**config.mk**
```make
export PLATFORM = sky130hd
export DESIGN_NAME = vco_tune_engine
export DESIGN_NICKNAME = d
export VERILOG_FILES = /design/src/common/vco_tune_pkg.sv /design/src/core/settle_timer.sv /design/src/core/vco_tune_engine.sv
export SDC_FILE = /design/constraint.sdc
export NUM_CORES = 1
export LEC_CHECK = 0
export BUFFER_PORTS_ARGS = -buffer_cell sky130_fd_sc_hd__buf_2
export CORE_UTILIZATION = 48
export DETAILED_ROUTE_END_ITERATION = 10
export PLACE_DENSITY = 0.71
export SLEW_MARGIN = 20
export SYNTH_ARGS = -nofsm -noshare
export SYNTH_HDL_FRONTEND = slang
export SYNTH_SLANG_ARGS = --single-unit
```
**constraint.sdc**
```tcl
create_clock -name clk_in -period 4.6 [get_ports clk_in]
set_input_delay 0.92 -clock clk_in [delete_from_list [all_inputs] [get_ports clk_in]]
set_output_delay 0.92 -clock clk_in [all_outputs]
set_load 0.01 [all_outputs]
```
**src/common/vco_tune_pkg.sv**
```systemverilog
/*
  Constants and carrier types for the oscillator tuning engine.
  Assumes an internal register port that carries 8-bit addresses and data.
*/
package vco_tune_pkg;

  // ----------------------------------------------------------------
  // Clock and timing
  // ----------------------------------------------------------------
  localparam int CLK_PERIOD_NS   = 25;
  localparam int SETTLE_UNIT_NS  = 1600;
  localparam int SETTLE_UNIT_CYC =
    (SETTLE_UNIT_NS + CLK_PERIOD_NS - 1) / CLK_PERIOD_NS;

  // ----------------------------------------------------------------
  // Register offsets
  // ----------------------------------------------------------------
  localparam logic [7:0] TUNING_CODE_OFFSET  = 8'h59;
  localparam logic [7:0] HOLD_CONTROL_OFFSET = 8'h5c;
  localparam logic [7:0] ENGINE_CTRL_OFFSET  = 8'h5d;
  localparam logic [7:0] ENGINE_STAT_OFFSET  = 8'h5e;

  // ----------------------------------------------------------------
  // Field positions and reset values
  // ----------------------------------------------------------------
  localparam int HOLD_BIT_POS     = 0;
  localparam int ENABLE_BIT_POS   = 0;
  localparam int SETTLE_LSB       = 4;
  localparam int SETTLE_MSB       = 6;
  localparam int DONE_BIT_POS     = 0;
  localparam int CODE_MSB         = 6;
  localparam logic [7:0] TUNING_CODE_RESET  = 8'h00;
  localparam logic [7:0] HOLD_CONTROL_RESET = 8'h00;
  localparam logic [7:0] ENGINE_CTRL_RESET  = 8'h40;
  localparam logic [7:0] ENGINE_STAT_RESET  = 8'h00;
  localparam logic [6:0] CODE_START         = 7'h40;

  // ----------------------------------------------------------------
  // Types
  // ----------------------------------------------------------------
  typedef struct packed {
    logic       wr;
    logic       rd;
    logic [7:0] addr;
    logic [7:0] wdata;
  } reg_req_t;

  typedef struct packed {
    logic       valid;
    logic [7:0] rdata;
  } reg_rsp_t;

  typedef enum logic [1:0] {
    ST_IDLE   = 2'b00,
    ST_SETTLE = 2'b01,
    ST_DECIDE = 2'b10
  } tune_state_t;

endpackage : vco_tune_pkg

```
**src/core/settle_timer.sv**
```systemverilog
/*
  Down-counting settle timer for the tuning engine.
  Assumes start and length come from logic on the same clock.
*/
`timescale 1ns/1ps
`default_nettype none

module settle_timer #(
  parameter int W = 16
) (
  // Clock and reset
  input  wire logic         clk_in,
  input  wire logic         srst_in,
  // Control
  input  wire logic         start_in,
  input  wire logic [W-1:0] length_in,
  output logic              expired_out
);

  logic [W-1:0] cnt_q;
  logic [W-1:0] cnt_d;

  always_comb begin
    cnt_d = cnt_q;
    if (start_in) begin
      cnt_d = length_in;
    end else if (cnt_q != '0) begin
      cnt_d = cnt_q - W'(1);
    end
  end

  always_ff @(posedge clk_in) begin
    if (srst_in) begin
      cnt_q <= '0;
    end else begin
      cnt_q <= cnt_d;
    end
  end

  assign expired_out = (cnt_q == W'(1)) && !start_in;

endmodule : settle_timer

`default_nettype wire

```
**src/core/vco_tune_engine.sv**
```systemverilog
/*
  Register file and successive-approximation tuning engine for the
  synthesizer oscillator.
  Assumes the serial control port hands over one-cycle read and write
  strobes on clk_in, and that the oscillator frequency comparator is
  asynchronous to clk_in.
*/
// Notes on behaviour
// - A 7-bit tuning code trims the oscillator and is written by the engine or software.
// - After tuning the resulting code reads back and may be saved and rewritten.
// - With the engine enabled, tuning begins when the hold bit is written from 1 to 0.
// - The engine steps the code until the oscillator frequency is centred.
// - A 3-bit settle field, reset 4, sets the wait after each code change.
// - Status bit 0 reads 1 once the engine has finished.
// - Status bit 0 also reads 1 when hold is released with the engine off.
`timescale 1ns/1ps
`default_nettype none

module vco_tune_engine
  import vco_tune_pkg::*;
#(
  parameter int TIMER_W    = 16,
  parameter int UNIT_CYC   = SETTLE_UNIT_CYC
) (
  // Clock and reset
  input  wire logic     clk_in,
  input  wire logic     srst_in,
  // Register port
  input  wire reg_req_t req_in,
  output reg_rsp_t      rsp_out,
  // Oscillator side
  input  wire logic     osc_fast_in,
  output logic [6:0]    tuning_code_out,
  output logic          synth_hold_out,
  output logic          tuning_busy_out
);

  // ----------------------------------------------------------------
  // State
  // ----------------------------------------------------------------
  logic [6:0]  code_q,   code_d;
  logic        hold_q,   hold_d;
  logic [7:0]  ctrl_q,   ctrl_d;
  logic        done_q,   done_d;
  tune_state_t state_q,  state_d;
  logic [2:0]  bit_q,    bit_d;
  reg_rsp_t    rsp_q,    rsp_d;
  logic        busy_q,   busy_d;
  logic        fast_s1_q, fast_s2_q;

  logic               timer_start;
  logic               timer_expired;
  logic [TIMER_W-1:0] settle_len;
  logic               wr_hold, wr_ctrl, wr_code;
  logic               hold_release;
  logic               engine_en;

  // ----------------------------------------------------------------
  // Comparator synchroniser
  // ----------------------------------------------------------------
  always_ff @(posedge clk_in) begin
    if (srst_in) begin
      fast_s1_q <= 1'b0;
      fast_s2_q <= 1'b0;
    end else begin
      fast_s1_q <= osc_fast_in;
      fast_s2_q <= fast_s1_q;
    end
  end

  // ----------------------------------------------------------------
  // Decode
  // ----------------------------------------------------------------
  always_comb begin
    wr_hold = 1'b0;
    wr_ctrl = 1'b0;
    wr_code = 1'b0;
    if (req_in.wr && req_in.addr == HOLD_CONTROL_OFFSET) begin
      wr_hold = 1'b1;
    end else if (req_in.wr && req_in.addr == ENGINE_CTRL_OFFSET) begin
      wr_ctrl = 1'b1;
    end else if (req_in.wr && req_in.addr == TUNING_CODE_OFFSET) begin
      wr_code = 1'b1;
    end
  end

  assign engine_en    = ctrl_q[ENABLE_BIT_POS];
  // Start only on a real 1-to-0 transition of the hold bit
  assign hold_release = wr_hold && hold_q &&
                        !req_in.wdata[HOLD_BIT_POS];
  // Wait grows with the field; zero still gives one unit
  assign settle_len   = TIMER_W'(({13'h0, ctrl_q[SETTLE_MSB:SETTLE_LSB]}
                        + 16'h1) * UNIT_CYC);

  // ----------------------------------------------------------------
  // Registers and engine, next values
  // ----------------------------------------------------------------
  always_comb begin
    code_d      = code_q;
    hold_d      = hold_q;
    ctrl_d      = ctrl_q;
    done_d      = done_q;
    state_d     = state_q;
    bit_d       = bit_q;
    timer_start = 1'b0;

    if (wr_hold) begin
      hold_d = req_in.wdata[HOLD_BIT_POS];
    end
    if (wr_ctrl) begin
      ctrl_d = req_in.wdata;
    end
    if (wr_code) begin
      code_d = req_in.wdata[CODE_MSB:0];
    end

    case (state_q)
      ST_IDLE: begin
        if (hold_release && engine_en) begin
          done_d      = 1'b0;
          code_d      = CODE_START;
          bit_d       = 3'h6;
          timer_start = 1'b1;
          state_d     = ST_SETTLE;
        end else if (hold_release) begin
          done_d = 1'b1;
        end
      end
      ST_SETTLE: begin
        if (timer_expired) begin
          state_d = ST_DECIDE;
        end
      end
      ST_DECIDE: begin
        // Too fast: drop the trial bit, binary search toward centre
        if (fast_s2_q) begin
          code_d[bit_q] = 1'b0;
        end
        if (bit_q == 3'h0) begin
          done_d  = 1'b1;
          state_d = ST_IDLE;
        end else begin
          code_d[bit_q - 3'h1] = 1'b1;
          bit_d                = bit_q - 3'h1;
          timer_start          = 1'b1;
          state_d              = ST_SETTLE;
        end
      end
      default: begin
        state_d = ST_IDLE;
      end
    endcase

    // Raising hold before the final decide cycle abandons a run; done stays low
    if (state_q != ST_IDLE && wr_hold && req_in.wdata[HOLD_BIT_POS]) begin
      state_d     = ST_IDLE;
      timer_start = 1'b0;
    end
    // Busy leaves a flop so the port carries no decode glitches
    busy_d = (state_d != ST_IDLE);
  end

  // ----------------------------------------------------------------
  // Read data, registered one cycle after the strobe
  // ----------------------------------------------------------------
  always_comb begin
    rsp_d = '{valid: req_in.rd, rdata: 8'h00};
    if (req_in.addr == TUNING_CODE_OFFSET) begin
      rsp_d.rdata = {1'b0, code_q};
    end else if (req_in.addr == HOLD_CONTROL_OFFSET) begin
      rsp_d.rdata = {7'h00, hold_q};
    end else if (req_in.addr == ENGINE_CTRL_OFFSET) begin
      rsp_d.rdata = ctrl_q;
    end else if (req_in.addr == ENGINE_STAT_OFFSET) begin
      rsp_d.rdata = {7'h00, done_q};
    end
    if (!req_in.rd) begin
      rsp_d.rdata = rsp_q.rdata;
    end
  end

  // ----------------------------------------------------------------
  // Flip-flops
  // ----------------------------------------------------------------
  always_ff @(posedge clk_in) begin
    if (srst_in) begin
      code_q  <= TUNING_CODE_RESET[CODE_MSB:0];
      hold_q  <= HOLD_CONTROL_RESET[HOLD_BIT_POS];
      ctrl_q  <= ENGINE_CTRL_RESET;
      done_q  <= ENGINE_STAT_RESET[DONE_BIT_POS];
      state_q <= ST_IDLE;
      bit_q   <= 3'h0;
      rsp_q   <= '0;
      busy_q  <= 1'b0;
    end else begin
      code_q  <= code_d;
      hold_q  <= hold_d;
      ctrl_q  <= ctrl_d;
      done_q  <= done_d;
      state_q <= state_d;
      bit_q   <= bit_d;
      rsp_q   <= rsp_d;
      busy_q  <= busy_d;
    end
  end

  settle_timer #(
    .W (TIMER_W)
  ) u_timer (
    .clk_in      (clk_in),
    .srst_in     (srst_in),
    .start_in    (timer_start),
    .length_in   (settle_len),
    .expired_out (timer_expired)
  );

  // ----------------------------------------------------------------
  // Outputs
  // ----------------------------------------------------------------
  assign rsp_out         = rsp_q;
  assign tuning_code_out = code_q;
  assign synth_hold_out  = hold_q;
  assign tuning_busy_out = busy_q;

endmodule : vco_tune_engine

`default_nettype wire

```
# Yosys cells after proc, flatten, opt, wreduce, memory -nomap -nowiden
# Index checks and enable logic that the tools add are counted.
# classes
add_sub_neg,3
magnitude_cmp,4
n_eq_ne,11
n_mux,38
n_bitwise,3
n_reduce_logical,23
# ops
op,count
2-to-1 mux 7 bit,5
== test 8 x 7 -> 1 bit (second input constant),4
2-to-1 mux 16 bit,2
2-to-1 mux 8 bit,3
== test 16 x 1 -> 1 bit (second input constant),1
2-to-1 mux 1 bit,16
nonzero test 16 bit,1
subtractor 16 x 1 -> 16 bit (second input constant),1
one-hot mux 7 bit (2 select lines),1
logical AND 1 bit,11
< comparator 3 x 4 -> 1 bit (second input constant),2
nonzero test 2 bit,4
AND 7 bit,1
NOT 7 bit,1
OR 7 bit,1
demux 1 bit (select 3 bit),2
greater-or-equal comparator 3 x 1 -> 1 bit (second input constant),2
2-to-1 mux 2 bit,3
2-to-1 mux 3 bit,2
!= test 2 bit (second input constant),3
one-hot mux 2 bit (3 select lines),1
one-hot mux 3 bit (2 select lines),1
AND reduction 3 bit,2
adder 3 x 1 -> 4 bit (second input constant),1
other kinds (9),11
# totals
register_bits,50
out_inout_bits,18
elab_cells,95

# Longest topological paths before layout
# Gate-level depths: netlist of the first run.
# logic_depth
word_depth,15
ltp_mapped,8

# Cells and area by module
# A second synthesis of the first run with hierarchy kept.
# unflattened
hier_cells,308
area_unflattened_um2,2778.9
# modules_own_cells
mod,instances,cells_per_inst,area_each_um2,seq_area_each_um2
vco_tune_engine,1,192,1798.0,680.7
settle_timer,1,116,980.9,320.3

# Least setup slack after synthesis of the first run
# No wires, ideal clock.
# synth_timing
path_kind,input-to-reg
start,input port req_in[15] (netlist bit)
end,register u_timer.cnt_q[0]
setup_time_ns,0.064
arrival_time_ns,2.284
required_ns,4.536
slack_ns,2.252
path_stages,6
n_path_buf,1
path_cell_list,nand4bb_1 or4_4 a21oi_2 nand2b_1 buf_2 nor2_1
# synth_between
elab_chain_len,10
word_cells_on_any_way,12
classes_between,eq/ne (1); mux (4); reduce/logical (7)
# synth_rtl
item,line,rtl
start: declaration,vco_tune_engine.sv:29,"input wire reg_req_t req_in,"
== test 8 x 7 -> 1 bit (*),vco_tune_engine.sv:78,if (req_in.wr && req_in.addr == HOLD_CONTROL_OFFSET) begin
logical AND 1 bit (*),vco_tune_engine.sv:78,
2-to-1 mux 1 bit (*),vco_tune_engine.sv:78,
logical AND 1 bit (2 in a row),vco_tune_engine.sv:89,assign hold_release = wr_hold && hold_q &&
logical AND 1 bit,vco_tune_engine.sv:119,if (hold_release && engine_en) begin
2-to-1 mux 1 bit,vco_tune_engine.sv:119,
one-hot mux 1 bit (2 select lines),vco_tune_engine.sv:117,case (state_q)
2-to-1 mux 1 bit (*),vco_tune_engine.sv:155,if (state_q != ST_IDLE && wr_hold && req_in.wdata[HOLD_BIT_POS]) begin
OR reduction 2 bit (no line) (*),--,
end signal: assignment,settle_timer.sv:36,cnt_q <= cnt_d;
end: declaration,settle_timer.sv:20,logic [W-1:0] cnt_q;
# Mark *: on every way between the ends. The rest lies on a longest branch, timed or not.
# A chain may end at the register's enable or synchronous reset.

# Worst setup path after layout of the first run
# layout_timing
start,input port req_in[15] (netlist bit)
end,register u_timer.cnt_q[1]
# The elaborated chain is that of the path after synthesis.

==> results of run 1 <==
critical path, cell delays in order:
cell and delay (ps):
buf_2 100, nand4bb_1 280, or4_4 610, a21oi_2 250
nand2b_1 300, a211oi_1 260
cell usage after synthesis, types with 2 or more instances:
cell type / instances / area, µm²
xnor2_1: 8 / 70.1
ha_1: 6 / 75.1
and3_1: 2 / 12.5
a211oi_1: 6 / 45.0
or2_2: 4 / 25.0
nor3b_1: 4 / 30.0
nand2_1: 9 / 33.8
or3_1: 2 / 12.5
nand3_1: 10 / 50.1
mux2i_1: 14 / 140
nor2_1: 44 / 165
nand2b_1: 8 / 50.1
nor2_2: 2 / 12.5
inv_1: 8 / 30.0
nor4_1: 3 / 18.8
buf_2: 2 / 10.0
nor4_4: 2 / 42.5
a311oi_1: 2 / 17.5
clkbuf_1: 6 / 22.5
a31oi_1: 2 / 12.5
nand3b_1: 5 / 37.5
xor2_1: 4 / 35.0
a21oi_1: 12 / 60.1
dfxtp_1: 50 / 1000
nor3_1: 11 / 55.1
a221oi_1: 12 / 105
mux2_2: 2 / 22.5
nor2b_1: 13 / 81.3
nand4b_1: 4 / 35.0
cells by family (layout without fill, tap and decap cells):
group | count (synthesis) | in the layout | share of synthesized area, %
compound gates | 43 | 43 | 12.7
fa+ha+maj | 6 | 6 | 3.06
xor+xnor | 12 | 12 | 4.29
simple gates | 130 | 130 | 30.0
flops | 50 | 50 | 40.8
mux | 16 | 16 | 6.63
buf+inv | 16 | 54 | 2.55
layout by cell type, fill, tap and decap left out, drive strengths merged, types with 4 or more instances in the layout:
cell type	netlist	layout
xnor2	8	8
nor4	5	5
a221oi	12	12
a21oi	13	13
or2	4	4
nand3b	5	5
inv	8	8
clkbuf	6	6
nand2	9	9
nand4b	4	4
dfxtp	50	50
nand2b	8	8
a211oi	6	6
ha	6	6
buf	2	38
nor3b	4	4
mux2i	14	14
nand3	10	10
nor2	46	46
nor3	11	11
nor2b	13	13
xor2	4	4
metrics by stage:
| stage | instances | cell area, µm² |
|---|---|---|
| finish | 378 | 2800 |
| global route | 378 | 2800 |
| CTS | 378 | 2790 |
| detailed placement | 370 | 2690 |
| global placement | 370 | 2690 |
| floorplan | 273 | 2450 |
power by group through the flow:
stage / Combinational (mW) / Clock, mW / Sequential [mW]
6_report: 0.468 / 0.264 / 0.559
2_1_floorplan: 0.392 / 0 / 0.556
3_3_place_gp: 0.463 / 0 / 0.567
3_5_place_dp: 0.467 / 0 / 0.568
4_1_cts: 0.471 / 0.274 / 0.559
5_1_grt: 0.536 / 0.290 / 0.571
sequential cells by signal, summed over array words and instances (netlist names):
signal           cells
u_timer.cnt_q       16
rsp_out              9
ctrl_q               8
tuning_code_out      7
bit_q                3
state_q              2
done_q               1
fast_s1_q            1
fast_s2_q            1
synth_hold_out       1
tuning_busy_out      1
per-layer routing:
layer  GRT usage [%]  part of all wire, %
met1            26.3                   49
met2            34.6                   47
met4            7.48                  1.4
met3            4.66                  3.2
met5               0                    0
layout make-up:
class                   instances  area share (%)
clock inverters                 2           0.448
multi-input cells             207            49.9
well taps                      67            3.00
clock buffers                   6            2.95
flip-flops and latches         50            35.8
repair buffers                 38            6.80
inverters                       8            1.07
worst paths after layout:
| path | from | end | slack, ps | cells past startpoint |
|---|---|---|---|---|
| max | req_in[15] | u_timer.cnt_q[1] | 2080 | 6 |
| min | fast_s1_q | fast_s2_q | 440 | 1 |
| max reg2reg | u_timer.cnt_q[0] | u_timer.cnt_q[5] | 2560 | 7 |
| min reg2reg | fast_s1_q | fast_s2_q | 440 | 1 |
==> impl_metrics.toml, run 1 <==
[power_and_ir_drop]
p_total_mw = 1.29
p_int_mw = 0.825
p_comb_share_pct = 36.2
p_leak_nw = 1.07
max-vdd-ir-drop_mv = 0.362
switchingPower_mw = 0.465
switching_share_pct = 36.0
p_seq_share_pct = 43.3
power_density_mw_per_mm2 = 462
pwr-share-clk_pct = 20.4

[global_route]
grt_usage_pct = 20.8
grt_pass1_wl_um = 8630
grt_max_degree = 34
grt-ovfl-total = 0
grt_pass1_vias = 1913
antenna_found_initial = 0

[yosys]
ys_warn_count = 0
syn_avg_cell_area_um2 = 8.98
yosys_register_bits = 50
yosysUniqueCellTypes = 45
synth_cells = 273
synth_seq_area_share_pct = 40.8
synth-main-ff-cell = "dfxtp_1"
syn_nets = 300
synth_edf_count = 0
synth_area_mm2 = 0.00245
synthArstFlopShare_pct = 0

[cells_and_area]
nets = 337
synthToLayoutAreaGrowth_pct = 14.0
drive_gt1_share_pct = 19.6
fin_util_pct = 58.0
antennaDiodeCount = 0
seqCellArea_mm2 = 0.00100
multi_input_area_mm2 = 0.00140
nFillCells = 456

[detailed_routing]
drcViolationCount = 0
wl_per_cell_um = 13.8
dr.pass1.iters = 4
drt_first_iter_violations = 61
via_per_inst = 5.49
ant_nets = 0
vias = 2077
finalWirelength_um = 5200

[clock_tree]
clockRootBuffer = "clkbuf_8"
clockBufferDepth = 2
ctsHoldBuffers = 0
cts_htree_levels = 2
path_clk_slew_ps = 80
cts_setup_buffers = 0
cts_sinks = 50
post_cts_resized = 0
clock_latency_ps = 300
cts_buffers = 5
tritoncts = "done"

[sta]
skew_ps = 7.01
slew_violations = 0
fmax_ghz = 0.397
tns_ps = 0
period_share_pct = 54.8
hold_viol_final = 0
worstMarginPinSlew_ps = 685
rsz0062_at_grt = "no"
setup_violations = 0
whs_ps = 445
min_period_ps = 2520
relSlewSlack_pct = 54.2
setup_ws_ps = 2080

[placed_design]
place_ws_ps = 1740
dp.final_hpwl_um = 3750
place.gp.congestion = 0.874
port_buffers = 38

[outcome]
status = "complete, no violations"

[floorplanning]
initial_core_util_pct = 50.9
io_pins = 39
fp.dieArea_mm2 = 0.00540
row_count = 25
core-area_mm2 = 0.00482
fp.dieH_um = 73.5
die_w_um = 73.5

[worst_hold_path]
hp-class = "flip-flop to flip-flop"

[setup_path]
crit_type = "input port to flip-flop"
cp_max_fo = 12
worstPathArrival_ps = 2740
worstSetupEndpointType = "flip-flop"
worstSetupStartpointType = "input port"
required_ps = 4810

[flow_run]
cap_viol_max_count = 0
Note: power is estimated with default switching activity, not from simulation.
==> inputs of run 2 (changes only) <==
clock period = 2.5 ns   (was 4.6 ns; I/O delays follow)
==> run 2 against run 1 <==
- critical path depth grew 1
- sequential power increased by 84%
- utilization rose by 1.2 points
==> impl_metrics.toml, run 2 (synthesized netlist as in run 1, its figures left out) <==
[outcome]
status = "complete, no violations"

[sta]
period_share_pct = 82.7
fmax_ghz = 0.484
setup_violations = 0
rsz0062_at_grt = "no"
tns_ps = 0
relSlewSlack_pct = 60.3
worstMarginPinSlew_ps = 596
hold_viol_final = 0
skew_ps = 7.27
setup_ws_ps = 433
slew_violations = 0
min_period_ps = 2070

[power_and_ir_drop]
power_density_mw_per_mm2 = 893
p_comb_share_pct = 33.5
p_leak_nw = 1.10
pwr-share-clk_pct = 26.1
p_int_mw = 1.70
p_seq_share_pct = 40.4
switchingPower_mw = 0.853
switching_share_pct = 33.5
max-vdd-ir-drop_mv = 0.686

[global_route]
grt-ovfl-total = 0
grt_pass1_vias = 1852
grt_usage_pct = 20.0
grt_max_degree = 34
grt_pass1_wl_um = 8450
antenna_found_initial = 0

[clock_tree]
cts_setup_buffers = 0
clockRootBuffer = "clkbuf_8"
clock_latency_ps = 300
ctsHoldBuffers = 0
cts_buffers = 5
clockBufferDepth = 2
path_clk_slew_ps = 90
cts_htree_levels = 2
cts_sinks = 50
post_cts_resized = 0
tritoncts = "done"

[cells_and_area]
antennaDiodeCount = 0
drive_gt1_share_pct = 20.1
largest_register = "u_timer.cnt_q"
largest_reg_flops = 16
synthToLayoutAreaGrowth_pct = 16.4
final_cell_mix = "dfxtp_1 (50), nor2_1 (44), buf_2 (38)"
finalInstanceArea_mm2 = 0.00285
final_common_cell = "dfxtp_1"
nets = 340

[detailed_routing]
dr.pass1.iters = 4
drcViolationCount = 0
finalWirelength_um = 5030
ant_nets = 0
via_per_inst = 5.44
drt_first_iter_violations = 114
wl_per_cell_um = 13.2
vias = 2072

[setup_path]
cp_max_fo = 5
worstPathArrival_ps = 2240
required_ps = 2670
crit_type = "flip-flop to flip-flop"
worstSetupEndpointType = "flip-flop"
worstSetupStartpointType = "flip-flop"

[placed_design]
place_ws_ps = 154
dp.final_hpwl_um = 3730
place.gp.congestion = 0.806
post_dp_cell_area_mm2 = 0.00272
port_buffers = 38

[floorplanning]
fp.dieH_um = 73.5
core-area_mm2 = 0.00482
fp.dieArea_mm2 = 0.00540
die_w_um = 73.5
initial_core_util_pct = 50.9
io_pins = 39
row_count = 25

[flow_run]
cap_viol_max_count = 0

[worst_hold_path]
hp-class = "input port to flip-flop"
==> run 2: final timing paths <==
check | startpoint | to | slack, ps | cells past startpoint
worst min register to register | fast_s1_q | fast_s2_q | 450 | 1
worst min-delay path | osc_fast_in | fast_s1_q | 410 | 2
worst max-delay path | u_timer.cnt_q[0] | u_timer.cnt_q[5] | 430 | 7
worst max register to register | u_timer.cnt_q[0] | u_timer.cnt_q[5] | 430 | 7
==> run 2: final cells by class <==
type                    instances  area [µm²]
clock buffers                   5        68.8
clock inverters                 3        68.8
fillers                       482        1960
inverters                       8        30.0
multi-input cells             207        1390
flip-flops and latches         50        1000
well taps                      67        83.8
repair buffers                 41         213
==> run 2: critical path: stages, from the launching register on <==
cell and delay, ps:
dfxtp_1 370, inv_1 100, ha_1 150, or4b_1 520
nand4b_1 370, nand4b_1 220, xor2_1 170, nor2_1 50
==> run 2: stage by stage <==
stage,utilization [%],hold WS [ps],power (mW),instances
2_1_floorplan,-,414,1.74,273
4_1_cts,59.2,407,2.58,381
3_3_place_gp,56.4,427,1.89,373
5_1_grt,59.2,394,2.74,381
3_5_place_dp,56.4,438,1.90,373
6_report,59.2,412,2.55,381
==> run 2: power groups by stage <==
stage                     Clock (mW)  Sequential, mW  Combinational, mW
after floorplan                    0            1.02              0.721
after global placement             0            1.04              0.849
after detailed placement           0            1.05              0.855
after CTS                      0.683            1.03              0.864
after global routing           0.712            1.05              0.981
final                          0.665            1.03              0.854
==> run 2: routing by layer <==
layer / wire length, µm / track usage [%]
met1: 2490 / 26.7
met2: 2320 / 32.6
met3: 163 / 4.12
met4: 61 / 5.98
met5: 0 / 0
==> inputs of run 3 (changes only) <==
clock period = 2.2 ns   (was 2.5 ns; I/O delays follow)
==> run 3 against run 2 <==
- critical path depth unchanged
- combinational power up 16%
- clock power down 6.0%
- clock-buffer cell count unchanged
- hold slack worse by 49 ps
==> impl_metrics.toml, run 3 (synthesized netlist as in run 1, its figures left out) <==
[setup_path]
crit_type = "flip-flop to flip-flop"
crit_chain = "inv_1, ha_1, or4b_1, nand4b_1, nand4b_1, xor2_1, nor2_1"
worstPathArrival_ps = 2230
worstSetupStartpointType = "flip-flop"
cpMaxStageDelayCell = "or4b_1"
cpPeakStageDelay_ps = 520
crit_family = "simple AND/OR/NAND/NOR gates"
critPathBufInv = 1
worstSetupEndpointType = "flip-flop"
required_ps = 2390
cp_max_fo = 5
cpMostUsedCell = "nand4b_1"

[cells_and_area]
finalInstanceArea_mm2 = 0.00286
synthToLayoutAreaGrowth_pct = 16.7
final_common_cell = "dfxtp_1"
largest_reg_flops = 16
final_cells = 386
nets = 345
antennaDiodeCount = 0
fin_util_pct = 59.4
drive_gt1_share_pct = 21.3
nFillCells = 471
largest_register = "u_timer.cnt_q"
seqCellArea_mm2 = 0.00100
final_cell_mix = "dfxtp_1 (50), nor2_1 (44), buf_2 (38)"
multi_input_area_mm2 = 0.00139

[sta]
tns_ps = 0
setup_violations = 0
slew_violations = 0
whs_ps = 363
relSlewSlack_pct = 60.8
rsz0062_at_grt = "no"
period_share_pct = 92.6
skew_ps = 7.54
fmax_ghz = 0.491
setup_ws_ps = 163
hold_viol_final = 0
min_period_ps = 2040
worstMarginPinSlew_ps = 588

[global_route]
antenna_found_initial = 0
grt_pass1_wl_um = 8740
grt-ovfl-total = 0
grt_pass1_vias = 1904
grt_usage_pct = 20.8
grt_max_degree = 34

[floorplanning]
fp.dieH_um = 73.5
fp.dieArea_mm2 = 0.00540
io_pins = 39
row_count = 25
initial_core_util_pct = 50.9
die_w_um = 73.5
core-area_mm2 = 0.00482

[power_and_ir_drop]
max-vdd-ir-drop_mv = 0.682
power_density_mw_per_mm2 = 973
p_leak_nw = 1.12
p_total_mw = 2.79

[placed_design]
place_ws_ps = 70.7
post_dp_cell_area_mm2 = 0.00275
port_buffers = 38
place.gp.congestion = 0.850
dp.final_hpwl_um = 3900
dp.cells = 378

[detailed_routing]
drt_first_iter_violations = 83
via_per_inst = 5.38
wl_per_cell_um = 13.5
vias = 2077
dr.pass1.iters = 4
ant_nets = 0
finalWirelength_um = 5190
drcViolationCount = 0

[worst_hold_path]
hp-class = "input port to flip-flop"

[clock_tree]
cts_setup_buffers = 0
clockBufferDepth = 2
cts_htree_levels = 2
ctsHoldBuffers = 0
clock_latency_ps = 300
path_clk_slew_ps = 90
tritoncts = "done"
clockRootBuffer = "clkbuf_8"
cts_sinks = 50
post_cts_resized = 0
cts_buffers = 5

[flow_run]
cap_viol_max_count = 0

[outcome]
status = "complete, no violations"
-- run 3: path summary, 6_finish.rpt --
kind / startpoint / slack, ps / to / depth (start not counted)
max: u_timer.cnt_q[0] / 160 / u_timer.cnt_q[5] / 7
min: osc_fast_in / 360 / fast_s1_q / 2
max reg2reg: u_timer.cnt_q[0] / 160 / u_timer.cnt_q[5] / 7
min reg2reg: fast_s1_q / 450 / fast_s2_q / 1
-- run 3: routing by layer --
layer  up-vias  GRT usage, %  part of all wire, %
met3         9          4.25                  3.9
li1       1080             -                    -
met5         -             0                    0
met2        44          33.5                   45
met1       944          27.8                   49
met4         0          6.62                  1.5
-- run 3: worst register-to-register path: stages, from the launching register on --
cell	delay, ps
dfxtp_1	370
inv_1	100
ha_1	160
or4b_1	520
nand4b_1	360
nand4b_1	220
xor2_1	150
nor2_1	60
-- run 3: final cells by class --
type                            count  share of cell area [%]
Inverter                            8                    1.05
Multi-Input combinational cell    207                    48.5
Tap cell                           67                    2.93
Clock inverter                      3                    1.40
Timing Repair Buffer               46                    8.74
Clock buffer                        5                    2.40
Sequential cell                    50                    35.0
-- run 3: report_power, final --
group	switching, mW	internal, mW
sequential	0.136	1.03
combinational	0.545	0.445
clock	0.290	0.335
